--- config.mk ---
export PLATFORM = sky130hd
export DESIGN_NAME = sspc_top
export DESIGN_NICKNAME = d
export VERILOG_FILES = /design/src/core/sspc_pkg.sv /design/src/core/sspc_top.sv
export SDC_FILE = /design/constraint.sdc
export NUM_CORES = 1
export LEC_CHECK = 0
export BUFFER_PORTS_ARGS = -buffer_cell sky130_fd_sc_hd__buf_4
export CELL_PAD_IN_SITES_DETAIL_PLACEMENT = 1
export CELL_PAD_IN_SITES_GLOBAL_PLACEMENT = 1
export CORE_UTILIZATION = 25
export CTS_CLUSTER_SIZE = 20
export DETAILED_ROUTE_END_ITERATION = 10
export GPL_ROUTABILITY_DRIVEN = 0
export PLACE_DENSITY = 0.81
export SLEW_MARGIN = 20
export SYNTH_ARGS = -nofsm -noshare
export SYNTH_HDL_FRONTEND = slang
export SYNTH_SLANG_ARGS = --single-unit
--- constraint.sdc ---
create_clock -name CLK_SYS -period 1.4 [get_ports CLK_SYS]
set_clock_uncertainty 0.1 [all_clocks]
set_input_delay 0.14 -clock CLK_SYS [delete_from_list [all_inputs] [get_ports CLK_SYS]]
set_output_delay 0.14 -clock CLK_SYS [all_outputs]
set_load 0.03 [all_outputs]
--- src/core/sspc_pkg.sv ---
// Purpose: shared constants and types of the standby sleep power control block
// Assumes: 32-bit AHB-Lite register access, one word per register
// Notes: printed offsets are indices; byte address is four times the index
package sspc_pkg;
   // ----------------------------------------------------------------
   // register map
   // ----------------------------------------------------------------
   localparam logic [7:0] SLEEP_CFG_IDX = 8'h01;
   localparam logic [7:0] STDBY_CFG_IDX = 8'h08;
   localparam logic [7:0] PWR_STAT_IDX = 8'h09;
   localparam logic [7:0] SLEEP_CFG_RST = 8'h00;
   localparam logic [15:0] STDBY_CFG_RST = 16'h0400;
   localparam logic [15:0] STDBY_CFG_WMASK = 16'h04C0;
   // ----------------------------------------------------------------
   // fields
   // ----------------------------------------------------------------
   localparam int SLEEP_DEPTH_LSB = 0;
   localparam int BACK_BIAS_BIT = 10;
   localparam int REG_SEL_LSB = 6;
   localparam logic [2:0] DEPTH_IDLE = 3'h2;
   localparam logic [2:0] DEPTH_STANDBY = 3'h4;
   localparam logic [1:0] REG_AUTO = 2'h0;
   localparam logic [1:0] REG_MAIN = 2'h1;
   localparam logic [1:0] REG_LOW = 2'h2;

   typedef enum logic [1:0] {
      SSPC_ACTIVE = 2'b00,
      SSPC_IDLE = 2'b01,
      SSPC_STANDBY = 2'b11
   } sspc_state_t;

   typedef struct packed {
      logic [1:0] htrans;
      logic hwrite;
      logic [2:0] hsize;
      logic [31:0] haddr;
   } sspc_ahb_req_t;

   typedef struct packed {
      logic [2:0] sleep_depth_sel;
      logic [1:0] regulator_standby_sel;
      logic sram_back_bias;
   } sspc_cfg_t;
endpackage : sspc_pkg

--- src/core/sspc_top.sv ---
// Purpose: standby sleep power control, sleep decode, clock wake and supply select
// Assumes: core signals and peripheral requests are synchronous to CLK_SYS
// Notes: single AHB-Lite slave, zero wait states, OKAY response always
//
// The AHB-Lite register port was chosen for this implementation.
`timescale 1ns/100ps
module sspc_top #(
   parameter int N_GEN = 9,
   parameter int N_PERIPH = 8
) (
   input wire logic CLK_SYS,
   input wire logic RST,
   input wire logic HSEL,
   input wire logic [31:0] HADDR,
   input wire logic [1:0] HTRANS,
   input wire logic HWRITE,
   input wire logic [2:0] HSIZE,
   input wire logic [31:0] HWDATA,
   input wire logic HREADY,
   output logic [31:0] HRDATA,
   output logic HREADYOUT,
   output logic HRESP,
   input wire logic WAIT_FOR_IRQ_INSTR,
   input wire logic HANDLER_EXIT_LOWEST,
   input wire logic SLEEP_AFTER_HANDLER,
   input wire logic ASYNC_IRQ_WAKE,
   input wire logic SYNC_IRQ_WAKE,
   input wire logic WRITE_GUARD,
   input wire logic [N_GEN-1:0] GEN_KEEP_RUNNING_IN_STANDBY,
   input wire logic [N_GEN-1:0] GEN_CLOCK_ON_REQUEST,
   input wire logic [N_PERIPH-1:0] PERIPH_GENERIC_CLOCK_REQ,
   input wire logic [N_PERIPH-1:0] PERIPH_BUSCLK_REQ,
   input wire logic [N_PERIPH*4-1:0] PERIPH_GEN_SEL,
   output logic CPU_CLK_EN,
   output logic [N_GEN-1:0] GEN_CLK_EN,
   output logic [N_PERIPH-1:0] BUS_CLK_EN,
   output logic MAIN_CLK_EN,
   output logic MAIN_REG_SEL,
   output logic SRAM_BACK_BIASED,
   output logic DMA_SRAM_ALLOW,
   output logic CPU_WAKE,
   output logic [1:0] POWER_STATE
);
   import sspc_pkg::*;

   // ----------------------------------------------------------------
   // bus slave
   // ----------------------------------------------------------------
   logic wr_pend_ff;
   logic [7:0] wr_idx_ff;
   logic [7:0] rd_idx;
   logic [31:0] nxt_rdata;
   logic addr_phase;
   sspc_cfg_t cfg_ff;
   sspc_state_t state_ff;
   sspc_state_t nxt_state;
   logic sleepwalk;

   function automatic logic depth_known(input logic [2:0] d);
      depth_known = (d == DEPTH_IDLE) || (d == DEPTH_STANDBY);
   endfunction : depth_known

   assign addr_phase = HSEL && HREADY && HTRANS[1];
   assign rd_idx = HADDR[9:2];
   assign HREADYOUT = 1'b1;
   assign HRESP = 1'b0;

   // write address phase remembered for its data phase
   always_ff @(posedge CLK_SYS or posedge RST)
   begin
      if (RST)
         wr_pend_ff <= 1'b0;
      else
         wr_pend_ff <= addr_phase && HWRITE;
   end

   always_ff @(posedge CLK_SYS or posedge RST)
   begin
      if (RST)
         wr_idx_ff <= 8'h00;
      else
         wr_idx_ff <= rd_idx;
   end

   always_comb
   begin
      nxt_rdata = 32'h0000_0000;
      case (rd_idx)
         SLEEP_CFG_IDX: nxt_rdata[2:0] = cfg_ff.sleep_depth_sel;
         STDBY_CFG_IDX:
         begin
            nxt_rdata[REG_SEL_LSB +: 2] = cfg_ff.regulator_standby_sel;
            nxt_rdata[BACK_BIAS_BIT] = cfg_ff.sram_back_bias;
         end
         PWR_STAT_IDX:
         begin
            nxt_rdata[1:0] = state_ff;
            nxt_rdata[2] = MAIN_REG_SEL;
            nxt_rdata[3] = SRAM_BACK_BIASED;
         end
         default: nxt_rdata = 32'h0000_0000;
      endcase
   end

   always_ff @(posedge CLK_SYS or posedge RST)
   begin
      if (RST)
         HRDATA <= 32'h0000_0000;
      else if (addr_phase && !HWRITE)
         HRDATA <= nxt_rdata;
   end

   // ----------------------------------------------------------------
   // configuration registers
   // ----------------------------------------------------------------
   // writes land one cycle after the address phase; software reads back
   // before sleeping, so no bypass is needed
   always_ff @(posedge CLK_SYS or posedge RST)
   begin
      if (RST)
      begin
         cfg_ff.sleep_depth_sel <= SLEEP_CFG_RST[2:0];
         cfg_ff.regulator_standby_sel <= STDBY_CFG_RST[REG_SEL_LSB +: 2];
         cfg_ff.sram_back_bias <= STDBY_CFG_RST[BACK_BIAS_BIT];
      end
      else if (wr_pend_ff && !WRITE_GUARD)
      begin
         if (wr_idx_ff == SLEEP_CFG_IDX)
            cfg_ff.sleep_depth_sel <= HWDATA[SLEEP_DEPTH_LSB +: 3];
         else if (wr_idx_ff == STDBY_CFG_IDX)
         begin
            cfg_ff.regulator_standby_sel <= HWDATA[REG_SEL_LSB +: 2];
            cfg_ff.sram_back_bias <= HWDATA[BACK_BIAS_BIT];
         end
      end
   end

   // ----------------------------------------------------------------
   // sleep state machine
   // ----------------------------------------------------------------
   logic sleep_req;
   assign sleep_req = WAIT_FOR_IRQ_INSTR
      || (HANDLER_EXIT_LOWEST && SLEEP_AFTER_HANDLER);

   always_comb
   begin
      nxt_state = state_ff;
      case (state_ff)
         SSPC_ACTIVE:
            // reserved depth codes keep the core running
            if (sleep_req && depth_known(cfg_ff.sleep_depth_sel))
               nxt_state = (cfg_ff.sleep_depth_sel == DEPTH_STANDBY)
                  ? SSPC_STANDBY : SSPC_IDLE;
         SSPC_IDLE:
            if (ASYNC_IRQ_WAKE || SYNC_IRQ_WAKE)
               nxt_state = SSPC_ACTIVE;
         SSPC_STANDBY:
            // only requested bus clocks run, so sync irqs come from requesting peripherals
            if (ASYNC_IRQ_WAKE || SYNC_IRQ_WAKE)
               nxt_state = SSPC_ACTIVE;
         default: nxt_state = SSPC_ACTIVE;
      endcase
   end

   // state held in flops that never reset except at power-on
   always_ff @(posedge CLK_SYS or posedge RST)
   begin
      if (RST)
         state_ff <= SSPC_ACTIVE;
      else
         state_ff <= nxt_state;
   end

   // one-cycle wake pulse; the core picks handler or resume by its mask
   always_ff @(posedge CLK_SYS or posedge RST)
   begin
      if (RST)
         CPU_WAKE <= 1'b0;
      else
         CPU_WAKE <= (state_ff != SSPC_ACTIVE) && (nxt_state == SSPC_ACTIVE);
   end

   // ----------------------------------------------------------------
   // clock gating
   // ----------------------------------------------------------------
   logic [N_GEN-1:0] gen_req;
   logic bus_req;
   always_comb
   begin
      gen_req = '0;
      for (int i = 0; i < N_PERIPH; i++)
         if (PERIPH_GENERIC_CLOCK_REQ[i])
            gen_req[PERIPH_GEN_SEL[i*4 +: 4]] = 1'b1;
   end
   assign bus_req = |PERIPH_BUSCLK_REQ;
   assign sleepwalk = |gen_req || bus_req;

   logic in_stdby;
   assign in_stdby = (state_ff == SSPC_STANDBY);

   // ----------------------------------------------------------------
   // cpu and main clock
   // ----------------------------------------------------------------
   // the cpu clock stops in every sleep depth; logic state is kept
   always_ff @(posedge CLK_SYS or posedge RST)
   begin
      if (RST)
         CPU_CLK_EN <= 1'b1;
      else
         CPU_CLK_EN <= (state_ff == SSPC_ACTIVE);
   end

   // in standby the main unit wakes only for a bus clock request
   always_ff @(posedge CLK_SYS or posedge RST)
   begin
      if (RST)
         MAIN_CLK_EN <= 1'b1;
      else
         MAIN_CLK_EN <= !in_stdby || bus_req;
   end

   // ----------------------------------------------------------------
   // generator enables
   // ----------------------------------------------------------------
   always_ff @(posedge CLK_SYS or posedge RST)
   begin
      if (RST)
         GEN_CLK_EN <= '1;
      else
      begin
         for (int g = 0; g < N_GEN; g++)
            // stop, run throughout, or follow requests
            GEN_CLK_EN[g] <= !in_stdby || (GEN_KEEP_RUNNING_IN_STANDBY[g]
               && (!GEN_CLOCK_ON_REQUEST[g] || gen_req[g]
               || (g == 0 && bus_req)));
      end
   end

   // ----------------------------------------------------------------
   // bus clock enables
   // ----------------------------------------------------------------
   // idle and standby both gate unrequested bus clocks at the main unit
   always_ff @(posedge CLK_SYS or posedge RST)
   begin
      if (RST)
         BUS_CLK_EN <= '1;
      else
         BUS_CLK_EN <= (state_ff == SSPC_ACTIVE) ? '1 : PERIPH_BUSCLK_REQ;
   end

   // ----------------------------------------------------------------
   // regulator select
   // ----------------------------------------------------------------
   // reserved regulator code falls back to auto, the reset behaviour
   always_ff @(posedge CLK_SYS or posedge RST)
   begin
      if (RST)
         MAIN_REG_SEL <= 1'b1;
      else if (!in_stdby)
         MAIN_REG_SEL <= 1'b1;
      else if (cfg_ff.regulator_standby_sel == REG_MAIN)
         MAIN_REG_SEL <= 1'b1;
      else if (cfg_ff.regulator_standby_sel == REG_LOW)
         MAIN_REG_SEL <= 1'b0;
      else
         MAIN_REG_SEL <= sleepwalk;
   end

   // ----------------------------------------------------------------
   // sram bias and dma access
   // ----------------------------------------------------------------
   always_ff @(posedge CLK_SYS or posedge RST)
   begin
      if (RST)
         SRAM_BACK_BIASED <= 1'b0;
      else
         SRAM_BACK_BIASED <= in_stdby && cfg_ff.sram_back_bias;
   end

   // same term as the bias flop, so dma never sees a biased sram
   always_ff @(posedge CLK_SYS or posedge RST)
   begin
      if (RST)
         DMA_SRAM_ALLOW <= 1'b1;
      else
         DMA_SRAM_ALLOW <= !(in_stdby && cfg_ff.sram_back_bias);
   end

   assign POWER_STATE = state_ff;
endmodule : sspc_top

=== Yosys cells after proc, flatten, opt, wreduce, memory -nomap -nowiden ===
Cells that the tools add are included.

* Muxes and demuxes: 36
* Reductions and logical operators: 71
* $lt $le $gt $ge: 16
* Equal/unequal tests: 11
* Bitwise operators: 8

{| class="wikitable"
|+ Operators by type and width
! kind !! number
|-
| 2-to-1 mux 9 bit || 8
|-
| OR 9 bit || 7
|-
| less-than comparator 4 x 5 -> 1 bit (second input constant) || 8
|-
| demux 1 bit (select 4 bit) || 8
|-
| greater-or-equal comparator 4 x 1 -> 1 bit (second input constant) || 8
|-
| logical AND 1 bit || 26
|-
| == test 8 x 4 -> 1 bit (second input constant) || 3
|-
| logical OR 1 bit || 24
|-
| == test 8 x 1 -> 1 bit (second input constant) || 2
|-
| zero test 1 bit || 13
|-
| 2-to-1 mux 1 bit || 13
|-
| OR reduction 9 bit || 1
|-
| 2-to-1 mux 2 bit || 4
|-
| 2-to-1 mux 8 bit || 1
|-
| OR reduction 8 bit || 1
|-
| one-hot mux 3 bit (2 select lines) || 1
|-
| == test 2 x 1 -> 1 bit (second input constant) || 2
|-
| == test 2 bit (second input constant) || 2
|-
| zero test 2 bit || 2
|-
| one-hot mux 2 bit (2 select lines) || 1
|-
| == test 3 x 2 -> 1 bit (second input constant) || 1
|-
| == test 3 bit (second input constant) || 1
|-
| AND reduction 3 bit || 1
|-
| AND reduction 2 bit || 1
|-
| other kinds (3) || 3
|}

* Register bits after elaboration: 47
* Output and inout port bits: 59

=== Depth between registers and ports, before layout ===
* Depth after elaboration: 24
* Depth in mapped cells: 6
* Gate-level depth less buffers: 6

=== Worst setup path before layout ===
No wires, ideal clock.

* Path type: in2reg
* From: input PERIPH_GENERIC_CLOCK_REQ[4]
* To: register MAIN_REG_SEL
* Library setup time: 0.084 ns
* Cell stages on the path: 6
* Arrival: 1.415 ns
* Path slack: -0.198 ns
* Required time: 1.216 ns
* Path through: or3b_1 -> nor3_1 -> or4_1 -> nor4_1 -> and3_1 -> a31oi_1

* Cells in the longest elaborated chain, start to end: 12

{| class="wikitable"
|+ RTL lines
! item !! line !! source
|-
| start, declared || sspc_top.sv:31 || <nowiki>input wire logic [N_PERIPH-1:0] PERIPH_GENERIC_CLOCK_REQ,</nowiki>
|-
| 2-to-1 mux 9 bit (*) || sspc_top.sv:192 || <nowiki>if (PERIPH_GENERIC_CLOCK_REQ[i])</nowiki>
|-
| OR 9 bit (no line) || n/a ||
|-
| 2-to-1 mux 9 bit (*) || sspc_top.sv:192 ||
|-
| OR 9 bit (no line) || n/a ||
|-
| 2-to-1 mux 9 bit (*) || sspc_top.sv:192 ||
|-
| OR 9 bit (no line) || n/a ||
|-
| 2-to-1 mux 9 bit (*) || sspc_top.sv:192 ||
|-
| OR reduction 9 bit (*) || sspc_top.sv:196 || <nowiki>assign sleepwalk = |gen_req || bus_req;</nowiki>
|-
| logical OR 1 bit (*) || sspc_top.sv:196 ||
|-
| 2-to-1 mux 1 bit (*) || sspc_top.sv:263 || <nowiki>else if (cfg_ff.regulator_standby_sel == REG_LOW)</nowiki>
|-
| 2-to-1 mux 1 bit (*) || sspc_top.sv:261 || <nowiki>else if (cfg_ff.regulator_standby_sel == REG_MAIN)</nowiki>
|-
| 2-to-1 mux 1 bit (*) || sspc_top.sv:259 || <nowiki>else if (!in_stdby)</nowiki>
|-
| end signal, assigned || sspc_top.sv:266 || <nowiki>MAIN_REG_SEL <= sleepwalk;</nowiki>
|-
| end, declared || sspc_top.sv:38 || <nowiki>output logic MAIN_REG_SEL,</nowiki>
|}

Every way passes the cells marked *; elsewhere a longest branch is shown, timed or not.
A chain may end at the register's enable or synchronous reset.

=== Worst setup path after layout ===
* From: register wr_idx_ff[6]
* To: register cfg_ff[3] (netlist bit)

* Cells in the longest elaborated chain, start to end: 2

{| class="wikitable"
|+ RTL lines
! item !! line !! source
|-
| start, declared || sspc_top.sv:50 || <nowiki>logic [7:0] wr_idx_ff;</nowiki>
|-
| start signal, assigned || sspc_top.sv:82 || <nowiki>wr_idx_ff <= rd_idx;</nowiki>
|-
| == test 8 x 1 -> 1 bit || sspc_top.sv:128 || <nowiki>if (wr_idx_ff == SLEEP_CFG_IDX)</nowiki>
|-
| AND reduction 2 bit (no line) || n/a ||
|-
| end, declared || sspc_top.sv:54 || <nowiki>sspc_cfg_t cfg_ff;</nowiki>
|}

Every way passes these cells.

==> out/qor.csv <==
stage,metric,value,unit
sta,f_max,0.579,GHz
cells_and_area,"commonest cells after routing, fill and taps aside","buf_4, dlygate4sd3_1, conb_1",
die,I/O Pins,205,
worst_hold_path,worst hold-check path type,in2reg,
die,Die ar.,0.0110,sq mm
worst_setup_path,CP Capture Type,flop,
pwr,leak pwr,2.07,nW
route,WL per Instance,16.7,microns
sta,RSZ-0062 raised after global routing,true,
placement,Port-buffer cells,123,
pwr,Flop pwr share,0.468,
synthesis,YS warnings,0,
cts,htree depth,2,
cells_and_area,Final nets,627,
global_routing,Total Routing Usage GR,0.181,
route,first-pass detailed-route iteration total,4,
cts,CTS max path bufs,2,
die,Die Ht,105,microns
sta,setup tns final,-1810,ps
global_routing,initial antenna violation count,0,
cts,Clock Latency Late Sink,300,ps
cells_and_area,"commonest non-fill, non-tap cell in the layout",buf_4,
cells_and_area,layout cell share with drive strength beyond 1,0.504,
cts,total CTS buffers,5,
worst_setup_path,crit path max fanout,3,
worst_setup_path,Setup CP Type,reg2reg,
placement,HPWL after DPL,7850,microns
route,Final ANT Viol Nets,0,
worst_setup_path,Top delay family on crit path,simple AND/OR/NAND/NOR gates,
route,vias,2908,
worst_setup_path,WP buf/inv,0,
cells_and_area,fin util,0.444,
sta,"Setup violations, final",6,
worst_setup_path,max incr delay on CP,380,ps
synthesis,Mean Syn Cell Area,9.81,sq um
route,final wirelength,10300,microns
synthesis,"FF+latch count, synth",47,
worst_setup_path,"Req. time, crit path",1490,ps
pwr,internal power,2.13,mW
route,Via-to-Cell Ratio,4.71,
sta,fin crit period,1730,ps
cells_and_area,Filler cells,1210,
pwr,Switching Share,0.282,
die,Starting Density,0.257,
synthesis,Yosys cell types,42,
global_routing,first-pass GRT wire length,15600,microns
cts,"CTS clk-pin slew, worst paths",80,ps
cts,clk sinks,47,
sta,hold violation count in the final report,0,
cells_and_area,Syn-to-layout area delta,72.9,%
cts,CTS Root Cell,clkbuf_8,
global_routing,total grt overflow,0,
synthesis,Post-Synthesis Cells,269,
global_routing,largest net degree at the start of global routing,48,
global_routing,vias in the first global route,3107,
pwr,clock network fraction of total power,0.265,
die,CORE AREA,0.0103,sq mm
worst_setup_path,CP max stage cell,dfrtp_1,
route,drt initial violations,74,
run_status,failing checks,setup timing,
synthesis,Mapped Area,0.00264,sq mm
pwr,maximum vdd ir drop,0.510,mV
pwr,Comb power frac,0.267,
die,Rows,37,
job,max-cap violations,0,
worst_setup_path,Worst EP arrival,1810,ps
route,# DRC,0,
run_status,status,finished with violations,
pwr,power per cell area,650,mW/mm^2
sta,Slew Limit Fails,0,
synthesis,post-synthesis sequential area ratio,0.456,
worst_setup_path,crit-path cells,nor4_2 -> and4b_1 -> nand3b_1 -> mux2_2,
sta,Setup WS post-layout,-328,ps
cells_and_area,Diodes inserted,0,
die,Die Wd,105,microns
sta,fin crit share,1.23,
cts,TritonCTS clock tree,built,
pwr,Switching Power,0.836,mW
worst_setup_path,Startpoint Class,flop,
[area by class of cell]
| class | count | area (sq um) | area share |
|---|---|---|---|
| timing repair buffer | 209 | 1670 | 0.366 |
| multi-input combinational | 213 | 1420 | 0.310 |
| sequential | 47 | 1200 | 0.264 |
| tap | 136 | 170 | 0.0373 |
| clock buffer | 5 | 68.8 | 0.0151 |
| inverter | 5 | 18.8 | 0.00411 |
| clock inverter | 3 | 15.0 | 0.00329 |
[state kept, by name, summed over array words and instances (netlist names)]
| signal | cells |
|---|---|
| HRDATA | 7 |
| SRAM_BACK_BIASED | 1 |
| cfg_ff | 6 |
| GEN_CLK_EN | 9 |
| wr_pend_ff | 1 |
| POWER_STATE | 2 |
| BUS_CLK_EN | 8 |
| CPU_WAKE | 1 |
| CPU_CLK_EN | 1 |
| MAIN_CLK_EN | 1 |
| wr_idx_ff | 8 |
| DMA_SRAM_ALLOW | 1 |
| MAIN_REG_SEL | 1 |
[power by group through the flow]
stage	clock (mW)	sequential, mW	combinational (mW)
floorplan	0	1.41	0.315
global placement	0	1.41	0.665
detailed placement	0	1.41	0.683
CTS	0.814	1.38	0.766
global route	0.859	1.39	0.850
finish	0.786	1.39	0.790
[kinds of logic after synthesis]
| logic type | after synthesis | share of synthesized area |
|---|---|---|
| AND/OR/NAND/NOR | 123 | 0.278 |
| AO/OA/AOI/OAI | 56 | 0.144 |
| flip-flops | 47 | 0.456 |
| buffers and inverters | 34 | 0.0901 |
| multiplexers | 6 | 0.0256 |
| other | 2 | 0.00285 |
| XOR/XNOR | 1 | 0.00332 |
[repair_timing]
action                                  4_1_cts  5_1_grt
cloned                                        0        0
buffers inserted                              0        1
pin swaps                                     5        9
endpoints found under the setup margin        9       18
hold endpoints to repair                     56        0
hold buffers                                 32        0
resized for setup                             7       17
[Yosys cell counts]
library cell    number  area [sq um]
buf_4               27           203
or3b_2               4          35.0
nand3b_1            10          75.1
and4_1               2          17.5
o31ai_1              1          7.51
clkbuf_1             1          3.75
mux2_2               6          67.6
or2_1                1          6.26
a22o_1               4          35.0
or2_2                8          50.1
or4_1                1          7.51
nand2b_1            16           100
or3b_1               4          35.0
dlymetal6s2s_1       1          12.5
and4b_1              1          10.0
nand4_1              2          12.5
xor2_1               1          8.76
nand4b_1             1          8.76
o311ai_1             1          8.76
a32o_1               1          10.0
nand2_1             26          97.6
a21o_1              10          75.1
nor4_2               1          12.5
a22oi_1              3          22.5
o21ai_0              4          20.0
o32ai_1              2          17.5
nand3_1              2          10.0
or3_1                2          12.5
nor3_1              13          65.1
dfstp_2             22           578
inv_1                5          18.8
a31oi_1              1          6.26
o22ai_1             24           150
conb_1               2          7.51
dfrtp_1             25           626
nor4b_1              5          43.8
a211oi_1             1          7.51
nor2_1               7          26.3
nor4_1              13          81.3
a21oi_1              4          20.0
nor3b_1              1          7.51
and3_1               3          18.8
[worst paths after layout]
path                       slack (ps)        endpoint                    start  cells after the start
max                              -330       cfg_ff[3]             wr_idx_ff[6]                      4
min                                10   GEN_CLK_EN[2]  GEN_CLOCK_ON_REQUEST[2]                      3
max reg2reg                      -330       cfg_ff[3]             wr_idx_ff[6]                      4
min reg2reg                       400       HRDATA[3]                HRDATA[3]                      2
max in group asynchronous         590  DMA_SRAM_ALLOW                      RST                      4
min in group asynchronous         330    wr_idx_ff[6]                      RST                      4
[metrics by stage]
step	area, sq um	hold WS (ps)	instances	setup slack [ps]	total power [mW]
after floorplan	2740	71.4	294	-69.6	1.72
after global placement	4020	97.6	577	-409	2.07
after detailed placement	4020	103	577	-452	2.09
after CTS	4470	5.52	617	-255	2.96
after global routing	4560	8.85	618	-396	3.10
final	4560	11.8	618	-328	2.96
[tightest hold or removal path, cell delays in order]
cell	delay (ps)
buf_4	70
nand2_1	40
a21o_1	160
[layer usage]
metal	share of wire	track usage	wire length, microns
met4	0.026	0.0634	265
met1	0.38	0.199	3900
met3	0.073	0.0412	750
met5	0	0	0
met2	0.52	0.336	5390
Power figures use the tool's default switching activity.
